## src/adsq_regs.svh

```systemverilog
/*
  Register offsets, field positions, reset values and timing counts of the
  ADC conversion sequencer. Assumes a 12-bit APB byte address and 32-bit data.
*/
`ifndef ADSQ_REGS_SVH
`define ADSQ_REGS_SVH

// ------------------------------------------------------------------------
// Register byte offsets
// ------------------------------------------------------------------------
`define ADSQ_OFF_CTRL     12'h000
`define ADSQ_OFF_CFG      12'h004
`define ADSQ_OFF_STAT_A   12'h008
`define ADSQ_OFF_STAT_B   12'h00C
`define ADSQ_OFF_TEST_A   12'h010
`define ADSQ_OFF_TEST_B   12'h014
`define ADSQ_OFF_RES0     12'h020
`define ADSQ_OFF_RES7     12'h03C

// ------------------------------------------------------------------------
// Field positions
// ------------------------------------------------------------------------
`define ADSQ_CTL_MULTICHANNEL_SELECT     4
`define ADSQ_CTL_SCAN     5
`define ADSQ_CTL_EIGHT    6
`define ADSQ_CFG_FFC      0
`define ADSQ_CFG_PWR      1
`define ADSQ_STB_SCF      7
`define ADSQ_TSTB_RST     7
`define ADSQ_TSTB_TOUT    6

// ------------------------------------------------------------------------
// Reset values and timing
// ------------------------------------------------------------------------
`define ADSQ_CTL_RESET    7'h00
`define ADSQ_SAR_INIT     10'h200
`define ADSQ_SAMPLE_CYC   4

`endif

```

## src/adsq_pkg.sv

```systemverilog
/*
  Types shared by the ADC conversion sequencer.
  Assumes nothing beyond a SystemVerilog compiler.
*/
package adsq_pkg;

  // Sequencer states
  typedef enum logic [1:0] {
    st_idle,
    st_sample,
    st_resolve,
    st_store
  } adsq_state_t;

  // Analog multiplexer select code
  typedef logic [3:0] adsq_sel_t;

endpackage

```

## src/adsq_top.sv

```systemverilog
/*
  Conversion sequencer of an 8-bit successive-approximation ADC: channel
  selection, result storage, completion flags, pointer, test registers.
  Assumes an APB master on pclk, an analog mux driven by analog_sel and a
  comparator answering cmp_high (input above dac_code) within one cycle.
*/
// Notes on behaviour
// - Multichannel set converts consecutive channels; clear converts one selected channel.
// - Single-channel mode samples only the input named by the select bits.
// - Multichannel mode ignores don't-care select bits, ascending order from input 0 or 8 (eight-mode) or 0, 4, 8 or 12 (four-mode).
// - Top bit 0 analog inputs; 11 references and test; 10 reserved.
// - Four-mode stores to results 0-3, eight-mode to 0-7, in sequence order.
// - Without scanning, sequence done flag sets when the sequence ends.
// - With scanning, done flag sets at first sequence end; converting continues.
// - Writing the mode control register clears done flag and starts a sequence.
// - With fast clearing, first result read clears the sequence done flag.
// - A 3-bit pointer shows channel converting and result written next.
// - One channel done flag per result slot, set when its conversion completes.
// - Without fast clearing, flag clears after status A read then result read.
// - With fast clearing, any result read clears its channel done flag.
// - Status registers always readable; writable only in special mode.
// - Test registers read zero and ignore writes outside special mode.
// - Approximation field reads live value, write loads it; upper eight bits used.
// - Soft reset returns everything to reset state except power-up enable.
// - Four-bit test select picks a test mode; one bit routes test output.
// - Results hold left-justified unsigned values, always readable, normal writes ignored.
// - Eight-conversion bit selects eight conversions when set, four when clear.
// - Continuous bit selects repeated sequences when set, one per start when clear.
// - Control write mid-sequence aborts it and clears all done flags.
`timescale 1ns/1ps
`include "adsq_regs.svh"

module adsq_top #(
  parameter int ADDR_W     = 12,
  parameter int SAMPLE_CYC = `ADSQ_SAMPLE_CYC
) (
  // Clock, reset, enable
  input  wire logic              pclk,
  input  wire logic              presetn,
  input  wire logic              ce,
  // APB slave
  input  wire logic              psel,
  input  wire logic              penable,
  input  wire logic              pwrite,
  input  wire logic [ADDR_W-1:0] paddr,
  input  wire logic [31:0]       pwdata,
  input  wire logic [3:0]        pstrb,
  output logic                   pready,
  output logic [31:0]            prdata,
  output logic                   pslverr,
  // Chip mode
  input  wire logic              special_mode,
  // Analog side
  input  wire logic              cmp_high,
  output adsq_pkg::adsq_sel_t    analog_sel,
  output logic                   analog_sel_valid,
  output logic [7:0]             dac_code,
  // Factory test
  output logic [3:0]             factory_test_select,
  output logic                   factory_test_output
);
  import adsq_pkg::*;

  // ----------------------------------------------------------------------
  // Declarations
  // ----------------------------------------------------------------------
  logic [6:0]  mode_channel_control;
  logic        fast_flag_clear;
  logic        power_up_enable;
  logic        sequence_done_flag;
  logic        seq_ended;
  logic [7:0]  channel_done_flags;
  logic [7:0]  status_armed;
  logic [2:0]  conversion_pointer;
  logic [9:0]  approximation_register_bits;
  logic [3:0]  bit_idx;
  logic [3:0]  sample_cnt;
  logic [7:0]  result_bits [8];
  adsq_state_t state;

  logic        sel_ctl, sel_cfg, sel_sta, sel_stb, sel_ta, sel_tb, sel_res;
  logic [2:0]  res_idx;
  logic [31:0] rdata;
  logic        xfer, wr, rd, start, soft_rst, store_evt, last;
  logic        multichannel_select, eight_conversion_mode, scan;
  adsq_sel_t   next_sel;

  assign multichannel_select   = mode_channel_control[`ADSQ_CTL_MULTICHANNEL_SELECT];
  assign scan                  = mode_channel_control[`ADSQ_CTL_SCAN];
  assign eight_conversion_mode = mode_channel_control[`ADSQ_CTL_EIGHT];
  assign dac_code              = approximation_register_bits[9:2];

  // ----------------------------------------------------------------------
  // APB decode
  // ----------------------------------------------------------------------
  // Address decode; exact word offsets, anything else is an error
  always_comb begin
    sel_ctl = 1'b0;
    sel_cfg = 1'b0;
    sel_sta = 1'b0;
    sel_stb = 1'b0;
    sel_ta  = 1'b0;
    sel_tb  = 1'b0;
    sel_res = 1'b0;
    res_idx = paddr[4:2];
    if (paddr == `ADSQ_OFF_CTRL) begin
      sel_ctl = 1'b1;
    end else if (paddr == `ADSQ_OFF_CFG) begin
      sel_cfg = 1'b1;
    end else if (paddr == `ADSQ_OFF_STAT_A) begin
      sel_sta = 1'b1;
    end else if (paddr == `ADSQ_OFF_STAT_B) begin
      sel_stb = 1'b1;
    end else if (paddr == `ADSQ_OFF_TEST_A) begin
      sel_ta = 1'b1;
    end else if (paddr == `ADSQ_OFF_TEST_B) begin
      sel_tb = 1'b1;
    end else if (paddr >= `ADSQ_OFF_RES0 && paddr <= `ADSQ_OFF_RES7
                 && paddr[1:0] == 2'b00) begin
      sel_res = 1'b1;
    end
  end

  // Transfer completes at the edge where pready is seen high
  assign xfer     = psel & penable & pready;
  assign wr       = xfer & pwrite;
  assign rd       = xfer & ~pwrite;
  assign start    = wr & sel_ctl & pstrb[0];
  assign soft_rst = wr & sel_tb & pstrb[0] & special_mode
                    & pwdata[`ADSQ_TSTB_RST];

  // Read mux; test registers hide outside special mode
  always_comb begin
    rdata = 32'h0000_0000;
    if (sel_ctl) begin
      rdata = {25'h0, mode_channel_control};
    end else if (sel_cfg) begin
      rdata = {30'h0, power_up_enable, fast_flag_clear};
    end else if (sel_sta) begin
      rdata = {24'h0, channel_done_flags};
    end else if (sel_stb) begin
      rdata = {24'h0, sequence_done_flag, 4'h0, conversion_pointer};
    end else if (sel_ta && special_mode) begin
      rdata = {22'h0, approximation_register_bits};
    end else if (sel_tb && special_mode) begin
      rdata = {24'h0, 1'b0, factory_test_output, 2'h0, factory_test_select};
    end else if (sel_res) begin
      rdata = {24'h0, result_bits[res_idx]};
    end
  end

  // One wait state so that read data leaves from a flip-flop
  always_ff @(posedge pclk or negedge presetn) begin
    if (!presetn) begin
      pready  <= 1'b0;
      prdata  <= 32'h0000_0000;
      pslverr <= 1'b0;
    end else if (ce) begin
      if (psel && penable && !pready) begin
        pready  <= 1'b1;
        prdata  <= rdata;
        pslverr <= ~(sel_ctl | sel_cfg | sel_sta | sel_stb | sel_ta | sel_tb | sel_res);
      end else begin
        pready  <= 1'b0;
        pslverr <= 1'b0;
      end
    end
  end

  // ----------------------------------------------------------------------
  // Control and test registers
  // ----------------------------------------------------------------------
  // Soft reset spares power-up enable so the converter stays alive
  always_ff @(posedge pclk or negedge presetn) begin
    if (!presetn) begin
      mode_channel_control <= `ADSQ_CTL_RESET;
      fast_flag_clear      <= 1'b0;
      power_up_enable      <= 1'b0;
      factory_test_select  <= 4'h0;
      factory_test_output  <= 1'b0;
    end else if (ce) begin
      if (soft_rst) begin
        mode_channel_control <= `ADSQ_CTL_RESET;
        fast_flag_clear      <= 1'b0;
        factory_test_select  <= 4'h0;
        factory_test_output  <= 1'b0;
      end else begin
        if (start) begin
          mode_channel_control <= pwdata[6:0];
        end
        if (wr && sel_cfg && pstrb[0]) begin
          fast_flag_clear <= pwdata[`ADSQ_CFG_FFC];
          power_up_enable <= pwdata[`ADSQ_CFG_PWR];
        end
        if (wr && sel_tb && pstrb[0] && special_mode) begin
          factory_test_select <= pwdata[3:0];
          factory_test_output <= pwdata[`ADSQ_TSTB_TOUT];
        end
      end
    end
  end

  // ----------------------------------------------------------------------
  // Channel decode
  // ----------------------------------------------------------------------
  // Multichannel modes replace the starred select bits by the pointer
  always_comb begin
    if (!multichannel_select) begin
      next_sel = mode_channel_control[3:0];
    end else if (eight_conversion_mode) begin
      next_sel = {mode_channel_control[3], conversion_pointer};
    end else begin
      next_sel = {mode_channel_control[3:2], conversion_pointer[1:0]};
    end
  end

  // Last slot: 8 or 4 conversions per sequence
  assign last = eight_conversion_mode ? (conversion_pointer == 3'd7)
                                      : (conversion_pointer == 3'd3);

  // Mux select registered; code 10xx is reserved and disconnects the mux
  always_ff @(posedge pclk or negedge presetn) begin
    if (!presetn) begin
      analog_sel       <= 4'h0;
      analog_sel_valid <= 1'b0;
    end else if (ce) begin
      analog_sel       <= next_sel;
      analog_sel_valid <= ~(next_sel[3] & ~next_sel[2]);
    end
  end

  // ----------------------------------------------------------------------
  // Sequencer and successive approximation
  // ----------------------------------------------------------------------
  // A store that coincides with an abort is dropped: the abort wins
  assign store_evt = (state == st_store) & power_up_enable & ~start & ~soft_rst;

  always_ff @(posedge pclk or negedge presetn) begin
    if (!presetn) begin
      state                       <= st_idle;
      conversion_pointer          <= 3'd0;
      sample_cnt                  <= 4'h0;
      bit_idx                     <= 4'h9;
      approximation_register_bits <= 10'h000;
      for (int i = 0; i < 8; i++) begin
        result_bits[i] <= 8'h00;
      end
    end else if (ce) begin
      if (soft_rst) begin
        state                       <= st_idle;
        conversion_pointer          <= 3'd0;
        sample_cnt                  <= 4'h0;
        bit_idx                     <= 4'h9;
        approximation_register_bits <= 10'h000;
        for (int i = 0; i < 8; i++) begin
          result_bits[i] <= 8'h00;
        end
      end else if (start) begin
        // Restart from slot 0, aborting any running sequence
        state              <= power_up_enable ? st_sample : st_idle;
        conversion_pointer <= 3'd0;
        sample_cnt         <= 4'h0;
      end else if (!power_up_enable) begin
        state <= st_idle;
      end else begin
        case (state)
          st_idle: begin
            state <= st_idle;
          end
          st_sample: begin
            if (sample_cnt == 4'(SAMPLE_CYC - 1)) begin
              state                       <= st_resolve;
              approximation_register_bits <= `ADSQ_SAR_INIT;
              bit_idx                     <= 4'h9;
            end else begin
              sample_cnt <= sample_cnt + 4'h1;
            end
          end
          st_resolve: begin
            // Only SAR bits 9..2 are resolved for 8-bit results
            if (!cmp_high) begin
              approximation_register_bits[bit_idx] <= 1'b0;
            end
            if (bit_idx == 4'h2) begin
              state <= st_store;
            end else begin
              approximation_register_bits[bit_idx - 4'h1] <= 1'b1;
              bit_idx                                    <= bit_idx - 4'h1;
            end
          end
          st_store: begin
            result_bits[conversion_pointer] <= approximation_register_bits[9:2];
            sample_cnt                      <= 4'h0;
            if (last) begin
              conversion_pointer <= 3'd0;
              state              <= scan ? st_sample : st_idle;
            end else begin
              conversion_pointer <= conversion_pointer + 3'd1;
              state              <= st_sample;
            end
          end
          default: begin
            state <= st_idle;
          end
        endcase
      end
      // Special-mode writes to the pointer, the SAR and the results
      if (!soft_rst && !start && special_mode && wr && pstrb[0]) begin
        if (sel_stb) begin
          conversion_pointer <= pwdata[2:0];
        end
        if (sel_res) begin
          result_bits[res_idx] <= pwdata[7:0];
        end
      end
      if (!soft_rst && special_mode && wr && sel_ta) begin
        if (pstrb[0]) begin
          approximation_register_bits[7:0] <= pwdata[7:0];
        end
        if (pstrb[1]) begin
          approximation_register_bits[9:8] <= pwdata[9:8];
        end
      end
    end
  end

  // ----------------------------------------------------------------------
  // Sequence done flag
  // ----------------------------------------------------------------------
  // Only the first sequence end after a start sets the flag
  always_ff @(posedge pclk or negedge presetn) begin
    if (!presetn) begin
      sequence_done_flag <= 1'b0;
      seq_ended          <= 1'b0;
    end else if (ce) begin
      if (soft_rst || start) begin
        sequence_done_flag <= 1'b0;
        seq_ended          <= 1'b0;
      end else if (store_evt && last && !seq_ended) begin
        sequence_done_flag <= 1'b1;
        seq_ended          <= 1'b1;
      end else if (special_mode && wr && sel_stb && pstrb[0]) begin
        sequence_done_flag <= pwdata[`ADSQ_STB_SCF];
      end else if (fast_flag_clear && rd && sel_res) begin
        sequence_done_flag <= 1'b0;
      end
    end
  end

  // ----------------------------------------------------------------------
  // Channel done flags, one per result slot
  // ----------------------------------------------------------------------
  for (genvar k = 0; k < 8; k++) begin : g_ccf
    logic hit_res;
    assign hit_res = rd & sel_res & (res_idx == 3'(k));

    // Set beats any clear arriving in the same cycle except start or soft reset
    always_ff @(posedge pclk or negedge presetn) begin
      if (!presetn) begin
        channel_done_flags[k] <= 1'b0;
        status_armed[k]       <= 1'b0;
      end else if (ce) begin
        if (soft_rst || start) begin
          channel_done_flags[k] <= 1'b0;
          status_armed[k]       <= 1'b0;
        end else if (store_evt && conversion_pointer == 3'(k)) begin
          channel_done_flags[k] <= 1'b1;
        end else if (special_mode && wr && sel_sta && pstrb[0]) begin
          channel_done_flags[k] <= pwdata[k];
          status_armed[k]       <= 1'b0;
        end else if (hit_res && (fast_flag_clear || status_armed[k])) begin
          channel_done_flags[k] <= 1'b0;
          status_armed[k]       <= 1'b0;
        end else if (rd && sel_sta && channel_done_flags[k]) begin
          status_armed[k] <= 1'b1;
        end
      end
    end
  end

endmodule

```

## config.mk

```make
export PLATFORM = sky130hd
export DESIGN_NAME = adsq_top
export DESIGN_NICKNAME = d
export VERILOG_FILES = /design/src/adsq_pkg.sv /design/src/adsq_top.sv
export VERILOG_INCLUDE_DIRS = /design/src /design/src/src
export SDC_FILE = /design/constraint.sdc
export NUM_CORES = 1
export LEC_CHECK = 0
export BUFFER_PORTS_ARGS = -buffer_cell sky130_fd_sc_hd__buf_2
export CELL_PAD_IN_SITES_DETAIL_PLACEMENT = 0
export CELL_PAD_IN_SITES_GLOBAL_PLACEMENT = 1
export CORE_MARGIN = 2
export CORE_UTILIZATION = 41
export DETAILED_ROUTE_END_ITERATION = 6
export PLACE_DENSITY = 0.86
export SLEW_MARGIN = 20
export SYNTH_ARGS = -nofsm -noshare
export SYNTH_HDL_FRONTEND = slang
export SYNTH_SLANG_ARGS = --single-unit
```

## constraint.sdc

```tcl
create_clock -name pclk -period 2.4 [get_ports pclk]
set_clock_uncertainty 0.2 [all_clocks]
set_input_delay 0.24 -clock pclk [delete_from_list [all_inputs] [get_ports pclk]]
set_output_delay 0.24 -clock pclk [all_outputs]
set_load 0.01 [all_outputs]
```

; ---- After elaboration in Yosys (flattened, before gate mapping)
; Cells that the tools add are included.
[word_totals]
reg_bits = 158
elab_cells = 445
mem_count = 0
in_bits = 56
latch_bits = 0
ramBits = 0
rom_bits = 0
output_inout_bits = 52
[op_classes]
n_shift = 0
eq_ne = 38
reduce_logical = 125
multipliers = 0
n_div = 0
muxes = 188
bitwise = 40
order_cmp = 10
add_sub_neg = 3
[op_table]
columns = operator, count
row1 = two-way mux 64 bit, 7
row2 = two-way mux 10 bit, 17
row3 = bitwise mux 64 bit, 2
row4 = two-way mux 1 bit, 118
row5 = nonzero test 4 bit, 18
row6 = logical AND 1 bit, 56
row7 = two-way mux 8 bit, 7
row8 = demux 8 bit (select 3 bit), 2
row9 = two-way mux 4 bit, 11
row10 = AND reduction 3 bit, 10
row11 = AND reduction 2 bit, 14
row12 = two-way mux 3 bit, 9
row13 = binary-select mux 8 bit (select 3 bit), 1
row14 = == test 12 x 4 -> 1 bit (second input constant), 2
row15 = == test 12 x 5 -> 1 bit (second input constant), 2
row16 = == test 3 bit (second input constant), 8
row17 = AND 1 bit, 23
row18 = case mux 10 bit (2 select lines), 1
row19 = inequality test 2 bit (second input constant), 8
row20 = case mux 4 bit (2 select lines), 2
row21 = two-way mux 7 bit, 2
row22 = == test 12 x 3 -> 1 bit (second input constant), 1
row23 = == test 3 x 2 -> 1 bit (second input constant), 4
row24 = >= comparator 12 x 6 -> 1 bit (second input constant), 1
row25 = 34 further kinds, 78

; ---- Longest topological paths before layout
[depth]
ltp_word = 21
depth_mapped = 9
mapped_depth_nobuf = 8

; ---- Worst setup path after synthesis
; Ideal clock, no wire load.
[synth_timing]
path_kind = reg-to-reg
from = register sample_cnt[0]
to = register approximation_register_bits[1]
arrival_ns = 2.027
path_buffers = 0
slack_ns = 0.042
stages_incl_launch_ff = 8
required_ns = 2.069
setup_ns = 0.131
synth_period_minus_slack_ns = 2.358
path_cell_list = dfrtp_1 -> ha_1 -> or3b_2 -> and2_0 -> a211o_1 -> or2_2 -> o21ai_0 -> a21boi_0
[synth_between]
elab_chain_len = 8
[synth_rtl]
columns = element, line_no
row1 = "start, declared", adsq_top.sv:77  ; logic [3:0] sample_cnt;
row2 = "start signal, assigned", adsq_top.sv:276  ; sample_cnt <= sample_cnt + 4'h1;
row3 = == test 4 x 2 -> 1 bit (*), adsq_top.sv:271  ; if (sample_cnt == 4'(SAMPLE_CYC - 1)) begin
row4 = two-way mux 10 bit (*), adsq_top.sv:271
row5 = case mux 10 bit (2 select lines) (*), adsq_top.sv:266  ; case (state)
row6 = two-way mux 10 bit (*), adsq_top.sv:263  ; end else if (!power_up_enable) begin
row7 = two-way mux 10 bit (*), adsq_top.sv:258  ; end else if (start) begin
row8 = two-way mux 10 bit (*), adsq_top.sv:249  ; if (soft_rst) begin
row9 = two-way mux 8 bit, adsq_top.sv:317  ; if (pstrb[0]) begin
row10 = two-way mux 10 bit (*), adsq_top.sv:316  ; if (!soft_rst && special_mode && wr && sel_ta) begin
row11 = "end signal, assigned", adsq_top.sv:273  ; approximation_register_bits <= `ADSQ_SAR_INIT;
row12 = "end signal, assigned", adsq_top.sv:318  ; approximation_register_bits[7:0] <= pwdata[7:0];
row13 = "end, declared", adsq_top.sv:75  ; logic [9:0] approximation_register_bits;
; Mark *: on every way between the ends. The rest lies on a longest branch, timed or not.
; A chain may end at the register's enable or synchronous reset.

; ---- Worst setup path after layout
[layout_timing]
from = register pready
to = register result_bits[52] (netlist bit)
[layout_between]
elab_chain_len = 12
elab_cells_between_ends = 20
classes_between = 6 x mux / 8 x bitwise / 6 x reduce/logical
[layout_rtl]
columns = element, line_no
row1 = "start, declared", adsq_top.sv:48  ; output logic pready,
row2 = "start signal, assigned", adsq_top.sv:155  ; pready <= 1'b0;
row3 = "start signal, assigned", adsq_top.sv:160  ; pready <= 1'b1;
row4 = "start signal, assigned", adsq_top.sv:164  ; pready <= 1'b0;
row5 = AND 1 bit (*), adsq_top.sv:125  ; assign xfer = psel & penable & pready;
row6 = AND 1 bit (*), adsq_top.sv:126  ; assign wr = xfer & pwrite;
row7 = "parallel branches: the longest is 9 deep, another holds two-way mux 64 bit", n/a
row8 = two-way mux 64 bit (*), adsq_top.sv:308  ; if (!soft_rst && !start && special_mode && wr && pstrb[0]) begin
row9 = "end signal, assigned by index", adsq_top.sv:292  ; result_bits[conversion_pointer] <= approximation_register_bits[9:2];
row10 = "end signal, assigned by index", adsq_top.sv:313  ; result_bits[res_idx] <= pwdata[7:0];
row11 = "end, declared", adsq_top.sv:78  ; logic [7:0] result_bits [8];
; Every way passes the cells marked *. The select of a mux whose other input is x is not followed.

==> metrics.csv <==
metric,value,unit
CP startpoint kind,flip-flop,
DR pass1 iterations,6,
final WL,32560,um
cell with the largest stage delay on the worst path,dfrtp_1,
final-report max-slew violation count,0,
WS Path Type,reg -> reg,
Crit. End Element,flip-flop,
post-synth top area cell,dfrtp_1,
clock slew at reported path FFs,0.06,ns
fmax,434.8,MHz
Async SR Flop Fraction,1.000,
H-tree levels,4,
Final min period,2.300,ns
Starting Density,0.4182,
Setup WS pre-CTS,-0.2179,ns
Hold Path Depth,3,
number of global-route vias before repair,8726,
initial DRC count,1191,
leak pwr,4.819,nW
post-DR vias/cell,6.338,
Synth top cells by count,"134 x dfrtp_1, 125 x o21ai_0, 94 x nand2_1",
routability cong.,1.042,
Die ar.,22700,um2
Worst R2R Path Depth,8,
Final Hold Vio Count,0,
register bit total from synthesis,136,
clock latency on the worst-skew pair,0.43,ns
DRC Markers,0,
die span in x,150.7,um
Design Power,5.955,mW
status,finished clean,
Layout area overhead,26.01,%
cell count after placement,1419,
"top cells by area, synth","dfrtp_1 38%, o21ai_0 7.1%, a21oi_1 4.5%",
critical path peak fanout,40,
dpl hpwl,23270,um
WP buf/inv,2,
hold slack,0.04468,ns
critical path arrival,2.41,ns
top-area cell type share of the netlist area,0.3802,
maximum vdd drop,0.0004367,V
crit-path most repeated cell,o21ai_0,
Crit path max-delay family,compound AO/OA/AOI/OAI gates,
CTS tree,done,
met3 routed wirelength,3182,um
max_cap viols,0,
IO Pins,108,
"Distinct cells, synth",79,
total number of vias,9241,
power density over cell area,535.9,nW/um2
Main synth FF type,dfrtp_1,
cell count after synthesis,1001,
Post-synth EDFFs,0,
M1 WL,13570,um
first-pass GRT wire length,50150,um
clk root buf,clkbuf_16,
Final #Nets,1238,
core area,21090,um2
Final WS setup,0.1000,ns
Clock Tree Buf Depth,2,
sequential-to-total area share from yosys stat,0.3862,
total clock sinks,136,
GRT overflow,0,
CTS Buf Count,17,
syn_area_per_cell,8.810,um2
slew margin rel.,0.6096,
post-detailed-route count of antenna-violating nets,0,
port bufs,61,
Worst Path Required,2.51,ns
Slew @ Worst Pin,0.5811,ns
Critical Path Max Stage Delay,0.37,ns
Met2 Wirelength,14770,um
Die Y,150.7,um
Site Rows,53,
Total GRT Usage,0.2924,
Hold Path Class,in -> reg,
most numerous cell in the Yosys netlist,dfrtp_1,
Crit path depth,8,
CP Cell Sequence,nand3_1 -> buf_4 -> nor4_4 -> a21oi_2 -> buf_12 -> o21ai_0 -> o21ai_0 -> o2bb2ai_1,
routed len/inst,22.33,um
initial antenna violation count,1,
largest net degree at the start of global routing,116,
share of layout cells above drive strength 1,0.2752,
Non-Filler Instances,1458,
# setup viols final,0,
Mapped Area,8818,um2
highest routed metal layer,met4,
Yosys warnings,0,
crit share post-route,0.9583,
RSZ-0062 raised after global routing,yes,
cells in the final DEF, fill, tap and decap left out, types with 5 or more instances in the layout:
| master | instances |
|---|---|
| a221o_1 | 8 |
| a32oi_1 | 18 |
| a21boi_0 | 11 |
| o21a_1 | 8 |
| buf_12 | 8 |
| nor2b_1 | 8 |
| and3_1 | 12 |
| a21oi_2 | 5 |
| inv_1 | 29 |
| o21ai_0 | 121 |
| nor4_1 | 6 |
| conb_1 | 22 |
| o21ai_1 | 11 |
| mux4_2 | 16 |
| nand2_1 | 94 |
| dfrtp_1 | 134 |
| and2_1 | 6 |
| buf_2 | 59 |
| nand4_1 | 13 |
| a31oi_1 | 17 |
| o2bb2ai_1 | 40 |
| o211ai_1 | 8 |
| nor3_1 | 18 |
| nand3_1 | 30 |
| nand2b_1 | 6 |
| o22ai_1 | 16 |
| nor2_1 | 59 |
| buf_4 | 159 |
| nor4_2 | 5 |
| clkbuf_16 | 17 |
| ha_1 | 14 |
| mux2i_1 | 12 |
| a21oi_1 | 74 |
worst min-delay path: stages:
cell	delay (ns)
buf_2	0.22
nand2_1	0.11
o21ai_1	0.05
path summary, 6_finish.rpt:
path,start,end,slack [ns]
worst min-delay path,pwdata[5],mode_channel_control[5],0.04
worst min register to register,result_bits[25],result_bits[25],0.27
max in group asynchronous,presetn,bit_idx[0],1.12
worst max register to register,pready,result_bits[52],0.10
min in group asynchronous,presetn,result_bits[57],0.16
worst max-delay path,pready,result_bits[52],0.10
flip-flops by register name, summed over array words and instances, names as in the netlist, 7 cells and up:
signal                       cells
mode_channel_control             7
status_armed                     8
prdata                          10
result_bits                     64
channel_done_flags               8
approximation_register_bits     10
repair_timing:
item / in CTS / in global routing
endpoints found under the setup margin: 9 / 48
hold buffers: 3 / 0
setup buffers: 0 / 2
gates cloned: 0 / 0
pin swaps: 1 / 4
resized for setup: 5 / 16
hold endpoints to repair: 50 / 0
where the power goes:
| part | internal, mW | leakage, nW | switching [mW] |
|---|---|---|---|
| Clock | 1.77 | 0.299 | 1.12 |
| Combinational | 0.245 | 2.73 | 0.435 |
| Sequential | 2.33 | 1.79 | 0.0491 |
| Total | 4.35 | 4.82 | 1.60 |
cells by family (layout without fill, tap and decap cells):
kind of cell             Yosys count  count (layout)  synth area share
AO/OA/AOI/OAI                    394             394            0.2916
AND/OR/NAND/NOR                  289             289            0.1677
flip-flops                       136             136            0.3862
buffers and inverters            133             292           0.07264
multiplexers                      32              32           0.05959
adder cells (fa/ha/maj)           14              14           0.01986
XOR/XNOR                           2               2          0.001987
other                              1              24         0.0004252
stage by stage:
| stage | TNS [ns] | utilization | instance area, um2 |
|---|---|---|---|
| 2_1_floorplan | 0 | - | 8897 |
| 3_3_place_gp | -5.113 | 0.4914 | 10360 |
| 3_5_place_dp | -9.270 | 0.4914 | 10360 |
| 4_1_cts | 0 | 0.5234 | 11040 |
| 5_1_grt | -0.05106 | 0.5267 | 11110 |
| 6_report | 0 | 0.5269 | 11110 |
per-layer routing:
metal | up-vias | GRT usage
met5 | - | 0
met4 | 0 | 0.1215
met3 | 83 | 0.05485
met2 | 562 | 0.4459
met1 | 4535 | 0.4084
li1 | 4061 | -
final cells by class:
cell class | instances | area, um2
antenna | 2 | 5.005
clock buffer | 18 | 439.2
clock inverter | 14 | 195.2
fill | 1965 | 9976
inverter | 30 | 112.6
multi-input combinational | 753 | 4920
sequential | 136 | 3406
tap | 275 | 344.1
timing repair buffer | 230 | 1690
(Power assumes the default switching activity.)
